File: src/pkg/pwm_mod_pkg.sv
// Shared constants for the pulse modulator and its main timer
`default_nettype none
package pwm_mod_pkg;
    // ==========================================================
    // Register offsets
    localparam logic [7:0] OFS_CTRL2    = 8'hcc;
    localparam logic [7:0] OFS_RELOAD   = 8'hcf;
    localparam logic [7:0] OFS_COUNT    = 8'hcd;
    localparam logic [7:0] OFS_T16_LO   = 8'hea;
    localparam logic [7:0] OFS_T16_HI   = 8'heb;
    localparam logic [7:0] OFS_R16_LO   = 8'hec;
    localparam logic [7:0] OFS_R16_HI   = 8'hed;
    localparam logic [7:0] OFS_CTRL1    = 8'hee;
    // ==========================================================
    // Field positions
    localparam int RUN_BIT              = 0;
    localparam int CLKSEL_BIT           = 1;
    localparam int MODESEL_BIT          = 2;
    localparam int T16_RUN_BIT          = 4;
    localparam int T16_MODE_LSB         = 5;
    localparam logic [2:0] T16_MODE_TOGGLE = 3'h5;
    localparam logic [2:0] T16_MODE_PLAIN  = 3'h4;
    // ==========================================================
    // Reset values and timing
    localparam logic [7:0]  CTRL_RESET   = 8'h00;
    localparam logic [7:0]  RELOAD_RESET = 8'h00;
    localparam logic [15:0] T16_RESET    = 16'h0000;
    localparam int CYCLE_DIVIDE          = 10;
endpackage
`default_nettype wire

File: src/core/cycle_clock_divider.sv
// Instruction-cycle clock made from the oscillator by division
`timescale 1ns/1ps
`default_nettype none
module cycle_clock_divider #(
    parameter int DIVIDE = pwm_mod_pkg::CYCLE_DIVIDE
) (
    input  wire logic clk,
    input  wire logic srst,
    output logic      cycleLevel,
    output logic      cycleTick
);
    // ==========================================================
    // Checks
    initial begin
        if (DIVIDE < 2 || DIVIDE > 255) begin
            $error("DIVIDE out of range");
        end
    end

    logic [7:0] phase_ff;

    // ==========================================================
    // Divider
    always_ff @(posedge clk) begin
        if (srst) begin
            phase_ff <= 8'h00;
        end else if (phase_ff == 8'(DIVIDE - 1)) begin
            phase_ff <= 8'h00;
        end else begin
            phase_ff <= phase_ff + 8'h01;
        end
    end

    // High for the first half of each cycle
    assign cycleLevel = (phase_ff < 8'(DIVIDE / 2));
    assign cycleTick  = (phase_ff == 8'(DIVIDE - 1));
endmodule
`default_nettype wire

File: src/core/main_timer16.sv
// Sixteen-bit down timer with auto-reload on underflow
`timescale 1ns/1ps
`default_nettype none
module main_timer16 (
    input  wire logic        clk,
    input  wire logic        srst,
    input  wire logic        tick,
    input  wire logic        enable,
    input  wire logic        loadLo,
    input  wire logic        loadHi,
    input  wire logic [7:0]  loadData,
    input  wire logic [15:0] reloadValue,
    output logic [15:0]      count,
    output logic             underflow
);
    logic [15:0] count_ff;

    assign underflow = enable && tick && (count_ff == 16'h0000);
    assign count     = count_ff;

    // ==========================================================
    // Counter, software load wins over counting
    always_ff @(posedge clk) begin
        if (srst) begin
            count_ff <= pwm_mod_pkg::T16_RESET;
        end else if (loadLo) begin
            count_ff <= {count_ff[15:8], loadData};
        end else if (loadHi) begin
            count_ff <= {loadData, count_ff[7:0]};
        end else if (underflow) begin
            count_ff <= reloadValue;
        end else if (enable && tick) begin
            count_ff <= count_ff - 16'h0001;
        end
    end
endmodule
`default_nettype wire

File: src/core/pulse_modulator_pwm_timer.sv
// Pulse modulator / PWM timer with its register port and main timer
`timescale 1ns/1ps
`default_nettype none
// Function
// - Eight-bit down counter with a software-loaded eight-bit reload register.
// - Modulator clocks from oscillator if clock-select set, else cycle clock.
// - Cycle clock is the oscillator divided by ten.
// - Modulator passes each selected clock pulse to the pin until underflow.
// - Modulator underflow clears run, stops counting, holds pin low.
// - Setting run copies the reload value into the counter and starts it.
// - Clearing run stops the counter at once.
// - Run set, selects clear: free-running half-duty square wave on cycle clock.
// - Square mode toggles the pin each underflow until run clears.
// - Mode clear, clock-select set: variable duty mode, run hardware-owned.
// - Main timer underflow sets run, starts counter, drives pin high.
// - Counter underflow clears run; pin low until next main underflow.
// - Run, clock-select and mode-select clear on reset.
// - Main timer counts at cycle rate and auto-reloads on underflow.
module pulse_modulator_pwm_timer (
    input  wire logic       clk,
    input  wire logic       srst,
    input  wire logic [7:0] regAddr,
    input  wire logic [7:0] regWdata,
    input  wire logic       regWrite,
    input  wire logic       regRead,
    output logic [7:0]      regRdata,
    input  wire logic       portData,
    output logic            modulatorOutputPin,
    output logic            timerIoPin
);
    // ==========================================================
    // State and modes
    typedef enum {
        MODE_IDLE,
        MODE_SQUARE,
        MODE_VARIABLE,
        MODE_MOD_CYCLE,
        MODE_MOD_OSC
    } mode_type;

    logic        runBit_ff;
    logic        clkSel_ff;
    logic        modeSel_ff;
    logic [7:0]  reload_ff;
    logic [7:0]  count_ff;
    logic        pin_ff;
    logic        oscPhase_ff;
    logic [7:0]  ctrl1_ff;
    logic [15:0] reload16_ff;
    logic [7:0]  rdata_ff;
    logic        tio_ff;
    logic        cycLevel_ff;

    mode_type    mode;
    logic        cycleLevel;
    logic        cycleTick;
    logic        srcLevel;
    logic        srcTick;
    logic        cycleFall;
    logic        cntUnderflow;
    logic        swRunSet;
    logic        swRunClear;
    logic        ctrlWrite;
    logic        t16Enable;
    logic        t16Underflow;
    logic [15:0] t16Count;
    logic        nxt_pin;

    // ==========================================================
    // Address decode
    function automatic logic hit(input logic [7:0] a, input logic [7:0] ofs);
        return regWrite && (a == ofs);
    endfunction

    assign ctrlWrite  = hit(regAddr, pwm_mod_pkg::OFS_CTRL2);
    assign swRunSet   = ctrlWrite && regWdata[pwm_mod_pkg::RUN_BIT];
    assign swRunClear = ctrlWrite && !regWdata[pwm_mod_pkg::RUN_BIT];

    // ==========================================================
    // Mode decode
    always_comb begin
        case ({modeSel_ff, clkSel_ff})
            2'b11:   mode = MODE_MOD_OSC;
            2'b10:   mode = MODE_MOD_CYCLE;
            2'b01:   mode = MODE_VARIABLE;
            default: mode = runBit_ff ? MODE_SQUARE : MODE_IDLE;
        endcase
    end

    // ==========================================================
    // Clock sources
    cycle_clock_divider #(
        .DIVIDE     (pwm_mod_pkg::CYCLE_DIVIDE)
    ) u_div (
        .clk        (clk),
        .srst       (srst),
        .cycleLevel (cycleLevel),
        .cycleTick  (cycleTick)
    );

    // Counting at each pulse's end keeps reload+1 pulses for a start mid-cycle
    always_ff @(posedge clk) begin
        if (srst) begin
            cycLevel_ff <= 1'b0;
        end else begin
            cycLevel_ff <= cycleLevel;
        end
    end

    assign cycleFall = cycLevel_ff && !cycleLevel;

    // One oscillator pulse spans two clk edges: high then low
    always_ff @(posedge clk) begin
        if (srst) begin
            oscPhase_ff <= 1'b0;
        end else if (runBit_ff && mode == MODE_MOD_OSC) begin
            oscPhase_ff <= !oscPhase_ff;
        end else begin
            oscPhase_ff <= 1'b0;
        end
    end

    always_comb begin
        if (mode == MODE_MOD_OSC) begin
            srcLevel = !oscPhase_ff;
            srcTick  = oscPhase_ff;
        end else if (mode == MODE_MOD_CYCLE) begin
            srcLevel = cycleLevel;
            srcTick  = cycleFall;
        end else begin
            srcLevel = cycleLevel;
            srcTick  = cycleTick;
        end
    end

    // Underflow is the tick that finds the counter at zero
    assign cntUnderflow = runBit_ff && srcTick && (count_ff == 8'h00);

    // ==========================================================
    // Main timer
    assign t16Enable = ctrl1_ff[pwm_mod_pkg::T16_RUN_BIT]
        && (ctrl1_ff[7:5] == pwm_mod_pkg::T16_MODE_TOGGLE
        || ctrl1_ff[7:5] == pwm_mod_pkg::T16_MODE_PLAIN);

    main_timer16 u_t16 (
        .clk         (clk),
        .srst        (srst),
        .tick        (cycleTick),
        .enable      (t16Enable),
        .loadLo      (hit(regAddr, pwm_mod_pkg::OFS_T16_LO)),
        .loadHi      (hit(regAddr, pwm_mod_pkg::OFS_T16_HI)),
        .loadData    (regWdata),
        .reloadValue (reload16_ff),
        .count       (t16Count),
        .underflow   (t16Underflow)
    );

    always_ff @(posedge clk) begin
        if (srst) begin
            tio_ff <= 1'b0;
        end else if (t16Underflow
            && ctrl1_ff[7:5] == pwm_mod_pkg::T16_MODE_TOGGLE) begin
            tio_ff <= !tio_ff;
        end
    end

    assign timerIoPin = tio_ff;

    // ==========================================================
    // Control register, hardware set/clear against software
    always_ff @(posedge clk) begin
        if (srst) begin
            clkSel_ff  <= 1'b0;
            modeSel_ff <= 1'b0;
        end else if (ctrlWrite) begin
            clkSel_ff  <= regWdata[pwm_mod_pkg::CLKSEL_BIT];
            modeSel_ff <= regWdata[pwm_mod_pkg::MODESEL_BIT];
        end
    end

    always_ff @(posedge clk) begin
        if (srst) begin
            runBit_ff <= 1'b0;
        end else if (mode == MODE_VARIABLE) begin
            // Software has no direct say over run here
            if (t16Underflow) begin
                runBit_ff <= 1'b1;
            end else if (cntUnderflow) begin
                runBit_ff <= 1'b0;
            end
        end else if (swRunSet) begin
            runBit_ff <= 1'b1;
        end else if (swRunClear) begin
            runBit_ff <= 1'b0;
        end else if (cntUnderflow && mode != MODE_SQUARE) begin
            runBit_ff <= 1'b0;
        end
    end

    // ==========================================================
    // Reload and counter
    always_ff @(posedge clk) begin
        if (srst) begin
            reload_ff <= pwm_mod_pkg::RELOAD_RESET;
        end else if (hit(regAddr, pwm_mod_pkg::OFS_RELOAD)) begin
            reload_ff <= regWdata;
        end
    end

    always_ff @(posedge clk) begin
        if (srst) begin
            count_ff <= 8'h00;
        end else if (mode == MODE_VARIABLE && t16Underflow) begin
            count_ff <= reload_ff;
        end else if (mode != MODE_VARIABLE && swRunSet) begin
            count_ff <= reload_ff;
        end else if (!runBit_ff || swRunClear) begin
            count_ff <= count_ff;
        end else if (cntUnderflow && mode == MODE_SQUARE) begin
            count_ff <= reload_ff;
        end else if (srcTick && count_ff != 8'h00) begin
            count_ff <= count_ff - 8'h01;
        end
    end

    // ==========================================================
    // Output pin
    always_comb begin
        nxt_pin = pin_ff;
        case (mode)
            MODE_IDLE: begin
                if (swRunSet) begin
                    nxt_pin = 1'b0;
                end else begin
                    nxt_pin = portData;
                end
            end
            MODE_SQUARE: begin
                if (swRunSet) begin
                    nxt_pin = 1'b0;
                end else if (cntUnderflow) begin
                    nxt_pin = !pin_ff;
                end
            end
            MODE_VARIABLE: begin
                if (t16Underflow) begin
                    nxt_pin = 1'b1;
                end else if (cntUnderflow || !runBit_ff) begin
                    nxt_pin = 1'b0;
                end
            end
            MODE_MOD_CYCLE, MODE_MOD_OSC: begin
                // Pulses only while running; low once stopped
                if (runBit_ff && !cntUnderflow && !swRunClear) begin
                    nxt_pin = srcLevel;
                end else begin
                    nxt_pin = 1'b0;
                end
            end
            default: begin
                nxt_pin = 1'b0;
            end
        endcase
    end

    always_ff @(posedge clk) begin
        if (srst) begin
            pin_ff <= 1'b0;
        end else begin
            pin_ff <= nxt_pin;
        end
    end

    // Square mode sees run clear via mode falling to idle
    assign modulatorOutputPin = pin_ff;

    // ==========================================================
    // Main timer control and reload registers
    always_ff @(posedge clk) begin
        if (srst) begin
            ctrl1_ff <= pwm_mod_pkg::CTRL_RESET;
        end else if (hit(regAddr, pwm_mod_pkg::OFS_CTRL1)) begin
            ctrl1_ff <= regWdata;
        end
    end

    always_ff @(posedge clk) begin
        if (srst) begin
            reload16_ff <= pwm_mod_pkg::T16_RESET;
        end else if (hit(regAddr, pwm_mod_pkg::OFS_R16_LO)) begin
            reload16_ff <= {reload16_ff[15:8], regWdata};
        end else if (hit(regAddr, pwm_mod_pkg::OFS_R16_HI)) begin
            reload16_ff <= {regWdata, reload16_ff[7:0]};
        end
    end

    // ==========================================================
    // Read port, data one cycle after the strobe only
    always_ff @(posedge clk) begin
        if (srst || !regRead) begin
            rdata_ff <= 8'h00;
        end else begin
            case (regAddr)
                pwm_mod_pkg::OFS_CTRL2:  rdata_ff <= {5'h00, modeSel_ff,
                                                      clkSel_ff, runBit_ff};
                pwm_mod_pkg::OFS_RELOAD: rdata_ff <= reload_ff;
                pwm_mod_pkg::OFS_COUNT:  rdata_ff <= count_ff;
                pwm_mod_pkg::OFS_T16_LO: rdata_ff <= t16Count[7:0];
                pwm_mod_pkg::OFS_T16_HI: rdata_ff <= t16Count[15:8];
                pwm_mod_pkg::OFS_R16_LO: rdata_ff <= reload16_ff[7:0];
                pwm_mod_pkg::OFS_R16_HI: rdata_ff <= reload16_ff[15:8];
                pwm_mod_pkg::OFS_CTRL1:  rdata_ff <= ctrl1_ff;
                default:                 rdata_ff <= 8'h00;
            endcase
        end
    end

    assign regRdata = rdata_ff;
endmodule
`default_nettype wire

File: config.mk
export PLATFORM = sky130hd
export DESIGN_NAME = pulse_modulator_pwm_timer
export DESIGN_NICKNAME = d
export VERILOG_FILES = /design/src/pkg/pwm_mod_pkg.sv /design/src/core/cycle_clock_divider.sv /design/src/core/main_timer16.sv /design/src/core/pulse_modulator_pwm_timer.sv
export SDC_FILE = /design/constraint.sdc
export NUM_CORES = 1
export LEC_CHECK = 0
export BUFFER_PORTS_ARGS = -buffer_cell sky130_fd_sc_hd__buf_2
export CAP_MARGIN = 20
export CORE_MARGIN = 2
export CORE_UTILIZATION = 30
export DETAILED_ROUTE_END_ITERATION = 10
export PLACE_DENSITY = 0.43
export SETUP_SLACK_MARGIN = 0.5
export SLEW_MARGIN = 20
export SYNTH_ARGS = -nofsm -noshare
export SYNTH_HDL_FRONTEND = slang
export SYNTH_HIERARCHICAL = 1
export SYNTH_SLANG_ARGS = --single-unit
File: constraint.sdc
create_clock -name clk -period 6.1 [get_ports clk]
set_clock_uncertainty 0.05 [all_clocks]
set_input_delay 0.305 -clock clk [delete_from_list [all_inputs] [get_ports clk]]
set_output_delay 0.305 -clock clk [all_outputs]
set_load 0.03 [all_outputs]
==> results of run 1 <==
==> per-layer routing <==
metal | share of wire, % | vias to the layer above | global-route usage [%]
met1 | 46 | 2162 | 27.2
met4 | 2.5 | 0 | 7.63
met5 | 0 | - | 0
met2 | 45 | 164 | 30.4
met3 | 6.0 | 31 | 3.73
li1 | - | 2133 | -
==> through the flow <==
step,hold WS [ns],util [%]
after floorplan,0.333,-
after global placement,0.392,33.0
after detailed placement,0.402,33.0
after CTS,0.236,35.2
after global routing,0.248,35.3
final,0.250,35.3
==> worst max-delay path: cells and delay by family (launching register included) <==
family                 cells  cell delay, ns
AND/OR/NAND/NOR            6            2.43
AO/OA/AOI/OAI              3            0.63
buffers and inverters      1            0.22
flip-flops                 1            0.34
==> how the worst max path moves through the flow <==
stage | end | slack [ns] | cells after the start
after floorplan | count_ff[2] | 3.01 | 11
after global placement | count_ff[2] | 2.49 | 8
after detailed placement | count_ff[2] | 2.30 | 8
after CTS | count_ff[2] | 2.30 | 8
after global routing | count_ff[2] | 1.99 | 10
final | count_ff[2] | 2.34 | 10
==> logic make-up (layout without fill, tap and decap cells) <==
family,after synthesis,count (layout),share of synthesized area (%)
xor+xnor,15,15,2.89
buf+inv,49,74,4.68
mux,12,12,2.98
compound gates,162,162,23.9
simple gates,240,240,27.7
fa+ha+maj,11,11,3.03
flops,79,79,34.8
==> cell usage in the layout, fill, tap and decap left out, types with 9 or more instances in the layout <==
cell type / count
sky130_fd_sc_hd__mux2i_1: 9
sky130_fd_sc_hd__a22oi_1: 16
sky130_fd_sc_hd__nand3_1: 40
sky130_fd_sc_hd__nor2_1: 47
sky130_fd_sc_hd__clkbuf_16: 9
sky130_fd_sc_hd__o22ai_1: 9
sky130_fd_sc_hd__nor3_1: 17
sky130_fd_sc_hd__dfxtp_1: 79
sky130_fd_sc_hd__a31oi_1: 14
sky130_fd_sc_hd__ha_1: 11
sky130_fd_sc_hd__buf_2: 30
sky130_fd_sc_hd__o21ai_0: 20
sky130_fd_sc_hd__a21oi_1: 60
sky130_fd_sc_hd__inv_1: 19
sky130_fd_sc_hd__nand2_1: 73
==> final cells by class <==
type	instances	area [um^2]	share of cell area [%]
clock buffer	13	260	5.04
clock inverter	3	65.1	1.26
inverter	20	75.1	1.45
multi-input combinational	440	2750	53.2
sequential	79	1580	30.6
tap	184	230	4.46
timing repair buffer	38	208	4.02
==> state kept, by name (all words and copies together) (netlist names), 8 cells and up <==
signal / cells
count_ff: 8
ctrl1_ff: 8
regRdata: 8
reload16_ff: 16
reload_ff: 8
u_div/phase_ff: 8
u_t16/count: 16
==> report_power, final <==
| group | switching (uW) | internal, uW | leakage [uW] |
|---|---|---|---|
| sequential | 6.65 | 520 | 0.000637 |
| combinational | 52.6 | 27.5 | 0.00111 |
| clock | 220 | 381 | 0.000160 |
| total | 279 | 929 | 0.00190 |
==> results.txt, run 1 <==
The DRC marker count from the first detailed-route iteration is 492. The worst hold path terminates at reload_ff[7]. The number of maximum-capacitance constraint violations came out at 0. The pin count of the biggest net entering global routing came out at 60. The die is 127 um tall.

The chip width is 127 um. The post-layout instance count excluding filler cells is 777. The count of final hold-check violations is 0. The arrival time at the worst endpoint is 3.95 ns. Post-CTS repair changed the size of 0 cells. In this run the number of H-tree levels came out at 3. The count of hold-fix buffers inserted at cts is 0. STA classifies the critical path startpoint as a register. The worst hold path begins at regWdata[7].

Across all setup checks in the final design, the least slack found is 2.34 ns. The post-synthesis instance area came out at 4540 um^2. For this design, the slowest cell found on the critical path is sky130_fd_sc_hd__nor3_1. In the post-synthesis netlist, the cell with the most instances is sky130_fd_sc_hd__dfxtp_1. The floorplan step defined a die boundary enclosing 16,100 um^2. The peak per-stage delay on the critical path came out at 0.61 ns. The total negative slack for setup checks is 0 ns.

The floorplan has 44 rows. The number of inserted filler cells in the final layout is 1,551. The critical path starts at u_div/phase_ff[5]. The antenna cell count is 0. The standard cell area after detailed placement came out at 4840 um^2. The sequential cell area fraction in the yosys report came out at 34.8%.

The worst register-to-register path begins at u_div/phase_ff[5]. The placer's final routability congestion estimate is 0.850. In this run the power density over the cells is 234 nW/um^2.

In the routed design, unresolved DRC markers number 0. The detailed-route via count came out at 4,490. The half-perimeter wire length after placement is 11,000 um.

Setup repair after global routing left no endpoint under its margin. The minimum setup slack among reg-to-reg paths came out at 2.34 ns. The worst vdd rail ir drop came out at 0.000150 V.

The mean area per synthesized cell is 7.99 um^2. The final count of pins violating max slew came out at 0. The final layout contains 620 nets. After synthesis, the most frequently instantiated cells are sky130_fd_sc_hd__dfxtp_1 (79), sky130_fd_sc_hd__nand2_1 (73), sky130_fd_sc_hd__a21oi_1 (60), sky130_fd_sc_hd__nor2_1 (47), sky130_fd_sc_hd__nand3_1 (40).

The number of setup buffers added after CTS came out at 0. The finished layout cell area came out at 5170 um^2. The flop and latch count out of synthesis came out at 79. The number of global-route vias before repair came out at 4,178. The clock latency on the worst-skew pair came out at 0.35 ns. The net count after synthesis is 600. The final routed wirelength across all metal layers came out at 15,600 um. By startpoint and endpoint, the worst setup path is classified as register to register. The number of placed instances, taps included came out at 760. The run finished with clean final reports. The number of optimization iterations in the first detailed-route pass is 7. The I/O pin count came out at 31. The clock edge transition at the registers on the reported setup and hold paths is 0.06 ns. The number of instances on the worst hold path is 3.

At the placement stage, the worst setup path has a slack of 2.30 ns. Using the TritonRoute via totals, the vias-per-cell ratio works out to 5.78. The relative slew slack came out at 29.8%.

The number of clock sinks came out at 79. The endpoint identified for the worst register-to-register timing path is count_ff[2]. The area of the core is 14,600 um^2. Buffers inserted during clock tree synthesis total 9. The number of antenna violations at the first check in global routing is 0. The total congestion overflow came out at 0. The slew at the pin closest to its max-slew limit is 1.05 ns.

After layout, the minimum clock period comes to 3.76 ns. The total global routing track utilization came out at 19.7%. After synthesis, the cell types taking the most area are sky130_fd_sc_hd__dfxtp_1 (35%), sky130_fd_sc_hd__a21oi_1 (6.6%), sky130_fd_sc_hd__nand2_1 (6.0%). The number of endpoints failing setup at the final stage is 0. The cell count of the worst reg-to-reg path came out at 10. The yosys synthesis warning count came out at 6. The power consumption came out at 1210 uW. The leakage power came out at 0.00190 uW.

The fraction of registers with async set or reset after synthesis is 0%. The required time at the worst-slack endpoint is 6.29 ns. The dominant register cell in the synthesized netlist is sky130_fd_sc_hd__dfxtp_1.

The maximum count of clock buffers along a single path is 2. In the synthesized netlist, the number of instances is 568. STA classifies the critical path endpoint as a register. The count of flip-flops with a built-in enable after synthesis came out at 0. The average routed wire per standard cell came out at 20.1 um. Walking the worst path, the cells encountered are or4_4 -> nor3_1 -> nand4b_1 -> or2_0 -> inv_2 -> nand2_1 -> a21boi_4 -> and2b_1 -> o21bai_1 -> a32o_1.

The path class of the tightest hold or removal check is primary input to register. The number of I/O port buffers came out at 30. Once detail routing completed, the nets flagged for antenna violations numbered 0. The biggest area consumer among synthesized cells is sky130_fd_sc_hd__dfxtp_1.

The maximum fanout encountered on the critical timing path came out at 11. The clock root buffer master is sky130_fd_sc_hd__clkbuf_16. The top cell type's share of synthesized area is 34.8%. The global-route wire length before repair came out at 24,300 um. The fraction of final layout cells with drive strength greater than 1 is 12.1%. Static timing analysis puts the maximum clock frequency at 266 MHz. The layout overhead on the synthesized area is 13.8%. The part of the cycle the worst path needs came out at 61.7%. The initial core utilization is 31.0%. TritonCTS built the clock tree. The count of unique library cells instantiated by Yosys came out at 72.
Note: power is estimated with default switching activity, not from simulation.
==> inputs of run 2 (changes only) <==
- ABC_AREA: unset -> 1
- clock period: 6.1 -> 3.6 ns (I/O delays scaled with it)
==> results.txt, run 2 <==
The flow ran to the end, and the final reports show no timing, DRC or antenna violations. For this configuration, the core starts out at a cell density of 30.8%. The number of buffer and inverter instances along the worst setup path came out at 4. The count of unique library cells instantiated by Yosys is 40. The time the final worst path needs with I/O delays and setup is 2.74 ns. In this run the worst path has a maximum fanout of 21.

The final routed wirelength across all metal layers is 16,100 um. The post-CTS resize count came out at 0. TritonCTS built the clock tree. The count of hold-fix buffers inserted at cts is 0. The number of global-route vias before repair came to 4,632. The flop and latch count out of synthesis is 79. The final count of pins violating max slew came out at 0.

The synthesized design devotes to its leading area cell type 32.0% of total area. After synthesis the cells add up to 4940 um^2. The number of inserted filler cells in the final layout came out at 1,820. The critical hold path startpoint is regWdata[7]. The top achievable clock speed came out at 365 MHz. The number of instances on the worst hold path is 3.

For the pin with the worst max-slew slack, the measured transition is 0.804 ns. The launch instance of the worst register-to-register path is u_div/phase_ff[0]. Among all stages on the critical path, the largest delay is contributed by sky130_fd_sc_hd__dfxtp_1. For the final routed database, the setup TNS stands at 0 ns. The global-route wire length before repair came out at 25,700 um. By count the netlist is led by sky130_fd_sc_hd__nand2_1 (143), sky130_fd_sc_hd__inv_1 (107), sky130_fd_sc_hd__dfxtp_1 (79), sky130_fd_sc_hd__a21oi_1 (73), sky130_fd_sc_hd__nand3_1 (73).

The fraction of final layout cells with drive strength greater than 1 is 12.9%. Max-cap violations in this run came to 0. For this run the aggregate overflow at the end of global routing stands at 0. The peak per-stage delay on the critical path is 0.39 ns. Yosys attributes the largest share of cell area to sky130_fd_sc_hd__dfxtp_1 (32%), sky130_fd_sc_hd__nand2_1 (11%), sky130_fd_sc_hd__inv_1 (8.1%).

In the post-synthesis netlist, the cell with the most instances is sky130_fd_sc_hd__nand2_1. The arrival time at the worst endpoint is 2.93 ns. The wire-length estimate of the detail-placed layout is 12,400 um. The leakage power came out at 0.00249 uW. The number of endpoints failing setup at the final stage is 0. The area of the core came out at 16,000 um^2. The worst path uses 76.1% of the clock period. After clock tree synthesis, the setup repair step added 0 buffers.

The required time at the worst-slack endpoint is 3.79 ns. The repair_antennas step left the layout with diodes totalling 0. The total clock buffers created by CTS came out at 9.

The most used flip-flop cell after synthesis is sky130_fd_sc_hd__dfxtp_1. The tree is rooted in a sky130_fd_sc_hd__clkbuf_16. The total global routing track utilization came out at 18.7%. The DRC marker count from the first detailed-route iteration is 278. The clock edge transition at the registers on the reported setup and hold paths came out at 0.06 ns. After detailed routing, the wire length on met1 is 7890 um. The yosys synthesis warning count came out at 6.

The sequential cell area fraction in the yosys report came out at 32.0%. The area growth from synthesis to layout is 12.3%. The detailed-route via count came out at 4,825. During I/O placement, the number of pins put on the boundary was 31. For this design the ratio of total power to cell area is 337 nW/um^2. Measured in cells, the most critical reg-to-reg path has a length of 18. The end of the worst register-to-register path is count_ff[4].

The relative slew slack came out at 46.2%. The die covers 17,500 um^2. The number of I/O port buffers came out at 30. In this run, synthesis inferred 0 flip-flops with an integrated enable. The placer's final routability congestion estimate is 0.910. The minimum setup slack among reg-to-reg paths is 0.86 ns. In the final routed layout, each cell accounts on average for 16.3 um. The largest total area in the synthesized netlist belongs to sky130_fd_sc_hd__dfxtp_1. The count of nets left with antenna violations once routing finished came out at 0. The setup path with the least slack is of type register to register. The H-tree depth reported by CTS came out at 3. The via density per instance is 4.87.

A synthesized cell averages 6.63 um^2. STA classifies the critical path startpoint as a register. The cell seen most often among critical-path stages is sky130_fd_sc_hd__nand2_1.

The count of final hold-check violations came to 0. The number of antenna violations at the first check in global routing is 0. The sort of element at the end of the critical path is a register. For hold timing, the worst endpoint is reload16_ff[15]. The cell count after synthesis came out at 744. The net count after synthesis is 776. The first TritonRoute pass finished after 4 iterations. The floorplan step set the die width to 132 um. The count of unresolved DRC violations after routing came out at 0. The post-layout net count is 802. The critical path goes through ha_1 -> nand3_2 -> nor2_1 -> nand2_1 -> inv_2 -> nand3_2 -> nor2_4 -> nand2_4 -> inv_1 -> nor2_1 -> inv_1 -> nand2_4 -> nand2_4 -> nand2_1 -> nand2_1 -> nand2_1 -> inv_1 -> nor2_2. The pin count of the biggest net entering global routing came out at 28.

The top layer used by detailed routing is met4. The met3 routed wirelength came out at 563 um. The wire length on met2 is 7520 um.

Among cell families on the critical path, the largest total delay comes from simple AND/OR/NAND/NOR gates. The die is 132 um tall. The library cells used most frequently in the layout, excluding fill and tap cells, are sky130_fd_sc_hd__nand2_1 (143), sky130_fd_sc_hd__inv_1 (107), sky130_fd_sc_hd__dfxtp_1 (79), sky130_fd_sc_hd__nand3_1 (73), sky130_fd_sc_hd__a21oi_1 (73). The class of the tightest hold or removal check is primary input to register. The fraction of registers with async set or reset after synthesis is 0%. The number of clock sinks is 79. The clock latency on the worst-skew pair came out at 0.34 ns. Leaving out fill and tap cells, the most frequent cell in the layout is sky130_fd_sc_hd__nand2_1. VDD sags by at most 0.000246 V. Setup repair after global routing left no endpoint under its margin. The site row count is 46.

Hold is met by 0.104 ns. The maximum count of clock buffers along a single path came out at 2.
## run 2: cell count changes in the layout (fill, tap and decap cells not counted), moves of 8 or more
cell                       delta
sky130_fd_sc_hd__a31oi_1     -14
sky130_fd_sc_hd__nand3b_1    +11
sky130_fd_sc_hd__mux2i_1      -9
sky130_fd_sc_hd__o21ai_0     +50
sky130_fd_sc_hd__nor2_2       +9
sky130_fd_sc_hd__inv_2        +8
sky130_fd_sc_hd__inv_1       +88
sky130_fd_sc_hd__nor3_1       -8
sky130_fd_sc_hd__a21oi_1     +13
sky130_fd_sc_hd__o22ai_1      -8
sky130_fd_sc_hd__nand3_1     +33
sky130_fd_sc_hd__nor2_1      +14
sky130_fd_sc_hd__nand2_1     +70
sky130_fd_sc_hd__nand2_2      +8
## run 2: worst reg2reg max path: stages (launching register included)
cell and delay (ns):
sky130_fd_sc_hd__dfxtp_1 0.39, sky130_fd_sc_hd__ha_1 0.18, sky130_fd_sc_hd__nand3_2 0.11, sky130_fd_sc_hd__nor2_1 0.31
sky130_fd_sc_hd__nand2_1 0.21, sky130_fd_sc_hd__inv_2 0.10, sky130_fd_sc_hd__nand3_2 0.08, sky130_fd_sc_hd__nor2_4 0.12
sky130_fd_sc_hd__nand2_4 0.14, sky130_fd_sc_hd__inv_1 0.17, sky130_fd_sc_hd__nor2_1 0.08, sky130_fd_sc_hd__inv_1 0.11
sky130_fd_sc_hd__nand2_4 0.16, sky130_fd_sc_hd__nand2_4 0.16, sky130_fd_sc_hd__nand2_1 0.07, sky130_fd_sc_hd__nand2_1 0.06
sky130_fd_sc_hd__nand2_1 0.05, sky130_fd_sc_hd__inv_1 0.06, sky130_fd_sc_hd__nor2_2 0.03
## run 2: metal layers
layer	up-vias	track usage, %
met5	-	0
met4	0	3.88
met2	84	30.7
li1	2480	-
met3	14	3.27
met1	2247	25.9
## run 2: cells by family (layout without fill, tap and decap cells)
family	Yosys count	in the layout	share of synthesized area, %
AOI/OAI and AO/OA	164	164	17.9
adders and majority gates	11	11	2.79
and+or+nand+nor	346	346	34.2
DFF	79	79	32.0
buffers and inverters	135	166	11.5
xor gates and xnor gates	9	9	1.60
## run 2: area by class of cell
cell class | instances | area, um^2 | area share (%)
multi-input cells | 530 | 2790 | 50.3
flip-flops and latches | 79 | 1580 | 28.5
inverters | 117 | 444 | 8.02
well taps | 216 | 270 | 4.88
clock buffers | 12 | 256 | 4.63
repair buffers | 33 | 173 | 3.12
clock inverters | 4 | 30.0 | 0.542
## run 2: power breakdown
part           switching (uW)  internal (uW)  total (uW)
clock                     372            506         878
combinational            73.3           29.4         103
sequential               5.32            880         885
## run 2: how the worst max path moves through the flow
stage	start	endpoint	slack, ns	cells after the start
2_1_floorplan	u_div/phase_ff[0]	count_ff[0]	1.28	18
3_3_place_gp	u_div/phase_ff[0]	count_ff[7]	0.95	18
3_5_place_dp	u_div/phase_ff[0]	count_ff[4]	0.84	18
4_1_cts	u_div/phase_ff[0]	count_ff[4]	0.82	18
5_1_grt	u_div/phase_ff[0]	count_ff[4]	0.55	18
6_report	u_div/phase_ff[0]	count_ff[4]	0.86	18
## run 2: stage by stage
stage               std cells  power [uW]  instance area [um^2]  setup slack [ns]  util, %
finish                    991        1870                  5540             0.862     34.6
global route              991        1940                  5540             0.551     34.6
CTS                       991        1890                  5540             0.822     34.6
detailed placement        975        1010                  5260             0.838     32.8
global placement          975        1010                  5260             0.951     32.8
floorplan                 744         961                  4940              1.28        -
==> inputs of run 3 (changes only) <==
- clock period: 3.6 -> 2.9 ns (I/O delays scaled with it)
==> results.txt, run 3 (same netlist as run 2, synthesis figures left out) <==
The floorplan has 46 rows. The number of clock sinks is 79. The pin count of the biggest net entering global routing came out at 23. The signal on the critical path passes through inv_2 -> ha_4 -> nand3_4 -> nor2_4 -> nand2_4 -> inv_2 -> nand3_2 -> nor2_4 -> nand2_8 -> inv_4 -> nor2_1 -> inv_2 -> nand2_8 -> nand2_8 -> nand2_1 -> nand2_1 -> nand2_1 -> inv_1 -> nor2_2. The post-layout instance count excluding filler cells is 1,002. The required time at the worst-slack endpoint came out at 3.10 ns. The worst setup path is launched from a register. The clock latency on the worst-skew pair is 0.35 ns. The arrival time at the worst endpoint came out at 2.43 ns. The initial core utilization is 30.8%. The number of antenna violations at the first check in global routing is 0. Static timing analysis puts the maximum clock frequency at 447 MHz.

For this run, the post-layout net count is 813. Port buffering added 30 buffers. The floorplan step set the die width to 132 um. The placer's final routability congestion estimate came out at 0.875. In the layout the commonest cells are sky130_fd_sc_hd__nand2_1 (141), sky130_fd_sc_hd__inv_1 (104), sky130_fd_sc_hd__dfxtp_1 (77), sky130_fd_sc_hd__nand3_1 (73), sky130_fd_sc_hd__a21oi_1 (72). The final count of pins violating max slew is 0.

The final routed wirelength across all metal layers is 16,300 um. The slew at the pin closest to its max-slew limit came out at 0.774 ns. The routed layout has 4,944 vias. On the worst path, the slowest cell contributes a delay of 0.34 ns.

Hold repair after CTS inserted 0 buffers. The post-route antenna net violation count came out at 0. The total power divided by cell area came out at 405 nW/um^2. The die boundary height is 132 um. The total global routing track utilization came out at 18.9%. The class of the tightest hold or removal check is primary input to register. The number of placed instances, taps included came out at 980. The final critical path takes up 77.1% of the cycle. The relative slew slack is 48.4%.

The area of the die is 17,500 um^2. The total clock buffers created by CTS is 9. The half-perimeter wire length after placement came out at 12,100 um. The count of final hold-check violations came out at 0.

The total congestion overflow came out at 0. The floorplan step defined a core boundary enclosing 16,000 um^2. The antenna cell count is 0. The count of unresolved DRC violations after routing is 0.

The largest individual stage delay along the critical path comes from the cell sky130_fd_sc_hd__dfxtp_2. The H-tree depth reported by CTS is 3. The clock passes through at most 2 buffers. The clock edge transition at the registers on the reported setup and hold paths is 0.06 ns.

STA classifies the critical path endpoint as a register. The total negative slack for setup checks came out at 0 ns. The first global-routing pass estimated 25,800 um of wire.

The number of maximum-capacitance constraint violations came out at 0. The number of endpoints failing setup at the final stage is 0. The maximum fanout encountered on the critical timing path is 8.

The fraction of final layout cells with drive strength greater than 1 is 15.5%. VDD sags by at most 0.000272 V. The I/O pin count is 31.

The type of the worst setup path is register to register. Setup repair after global routing left no endpoint under its margin. The most frequent standard cell in the layout excluding fill and tap cells is sky130_fd_sc_hd__nand2_1. The time the final worst path needs with I/O delays and setup is 2.23 ns. The via density per instance came out at 4.93.

The number of global-route vias before repair is 4,743. The average routed wire per standard cell came out at 16.2 um. For this block, the initial DRC count from the detailed router was 378.

The flow ran to the end, and the final reports show no timing, DRC or antenna violations. The tree is rooted in a sky130_fd_sc_hd__clkbuf_16. TritonCTS built the clock tree. From synthesis to final layout, the design area changed by 15.5%. The first TritonRoute pass finished after 5 iterations.

The leakage power came out at 0.00255 uW.
==> run 3: worst paths after layout <==
check / startpoint / endpoint / slack [ns] / cells past startpoint
worst max register to register: u_div/phase_ff[1] / count_ff[7] / 0.67 / 19
worst min register to register: timerIoPin / timerIoPin / 0.40 / 1
worst max-delay path: u_div/phase_ff[1] / count_ff[7] / 0.67 / 19
worst min-delay path: regWdata[7] / reload16_ff[15] / 0.06 / 3
==> run 3: critical path: cells and delay by family, from the launching register on <==
family / cells / cell delay [ns]
buffers and inverters: 5 / 0.47
flip-flops: 1 / 0.34
adder cells (fa/ha/maj): 1 / 0.13
AND/OR/NAND/NOR: 13 / 1.14
==> run 3: report_power, final <==
part | internal [uW] | leakage [uW] | switching [uW]
sequential | 1090 | 0.000638 | 7.58
clock | 602 | 0.000132 | 477
combinational | 39.2 | 0.00178 | 92.1
total | 1730 | 0.00255 | 577
==> run 3: final cells by class <==
cell class                      instances  area, um^2
Clock buffer                           11         243
Clock inverter                          5        33.8
Fill cell                            1776       10300
Inverter                              117         447
Multi-Input combinational cell        532        2880
Sequential cell                        79        1580
Tap cell                              216         270
Timing Repair Buffer                   42         240
==> run 3: stage by stage <==
| step | area [um^2] | setup WS [ns] | util, % | hold slack [ns] | power [uW] |
|---|---|---|---|---|---|
| after global placement | 5290 | 0.185 | 33.1 | 0.386 | 1250 |
| after detailed placement | 5290 | 0.117 | 33.1 | 0.394 | 1250 |
| after CTS | 5600 | 0.513 | 35.0 | 0.0434 | 2350 |
| after global routing | 5700 | 0.474 | 35.6 | 0.0728 | 2410 |
| final | 5700 | 0.665 | 35.6 | 0.0639 | 2310 |
| after floorplan | 4940 | 0.579 | - | 0.164 | 1190 |
==> run 3: repair_timing <==
item                       4_1_cts  5_1_grt
cloned                           1        1
setup endpoints to repair       11       10
buffers inserted                 1        3
resized for setup                6       14
pin swaps                        2        6
==> run 3: metal layers <==
metal	vias up	global-route usage (%)	wire length [um]
met5	-	0	0
met4	0	5.85	319
met3	25	3.81	840
met2	122	30.1	7430
met1	2300	25.6	7660
li1	2497	-	-
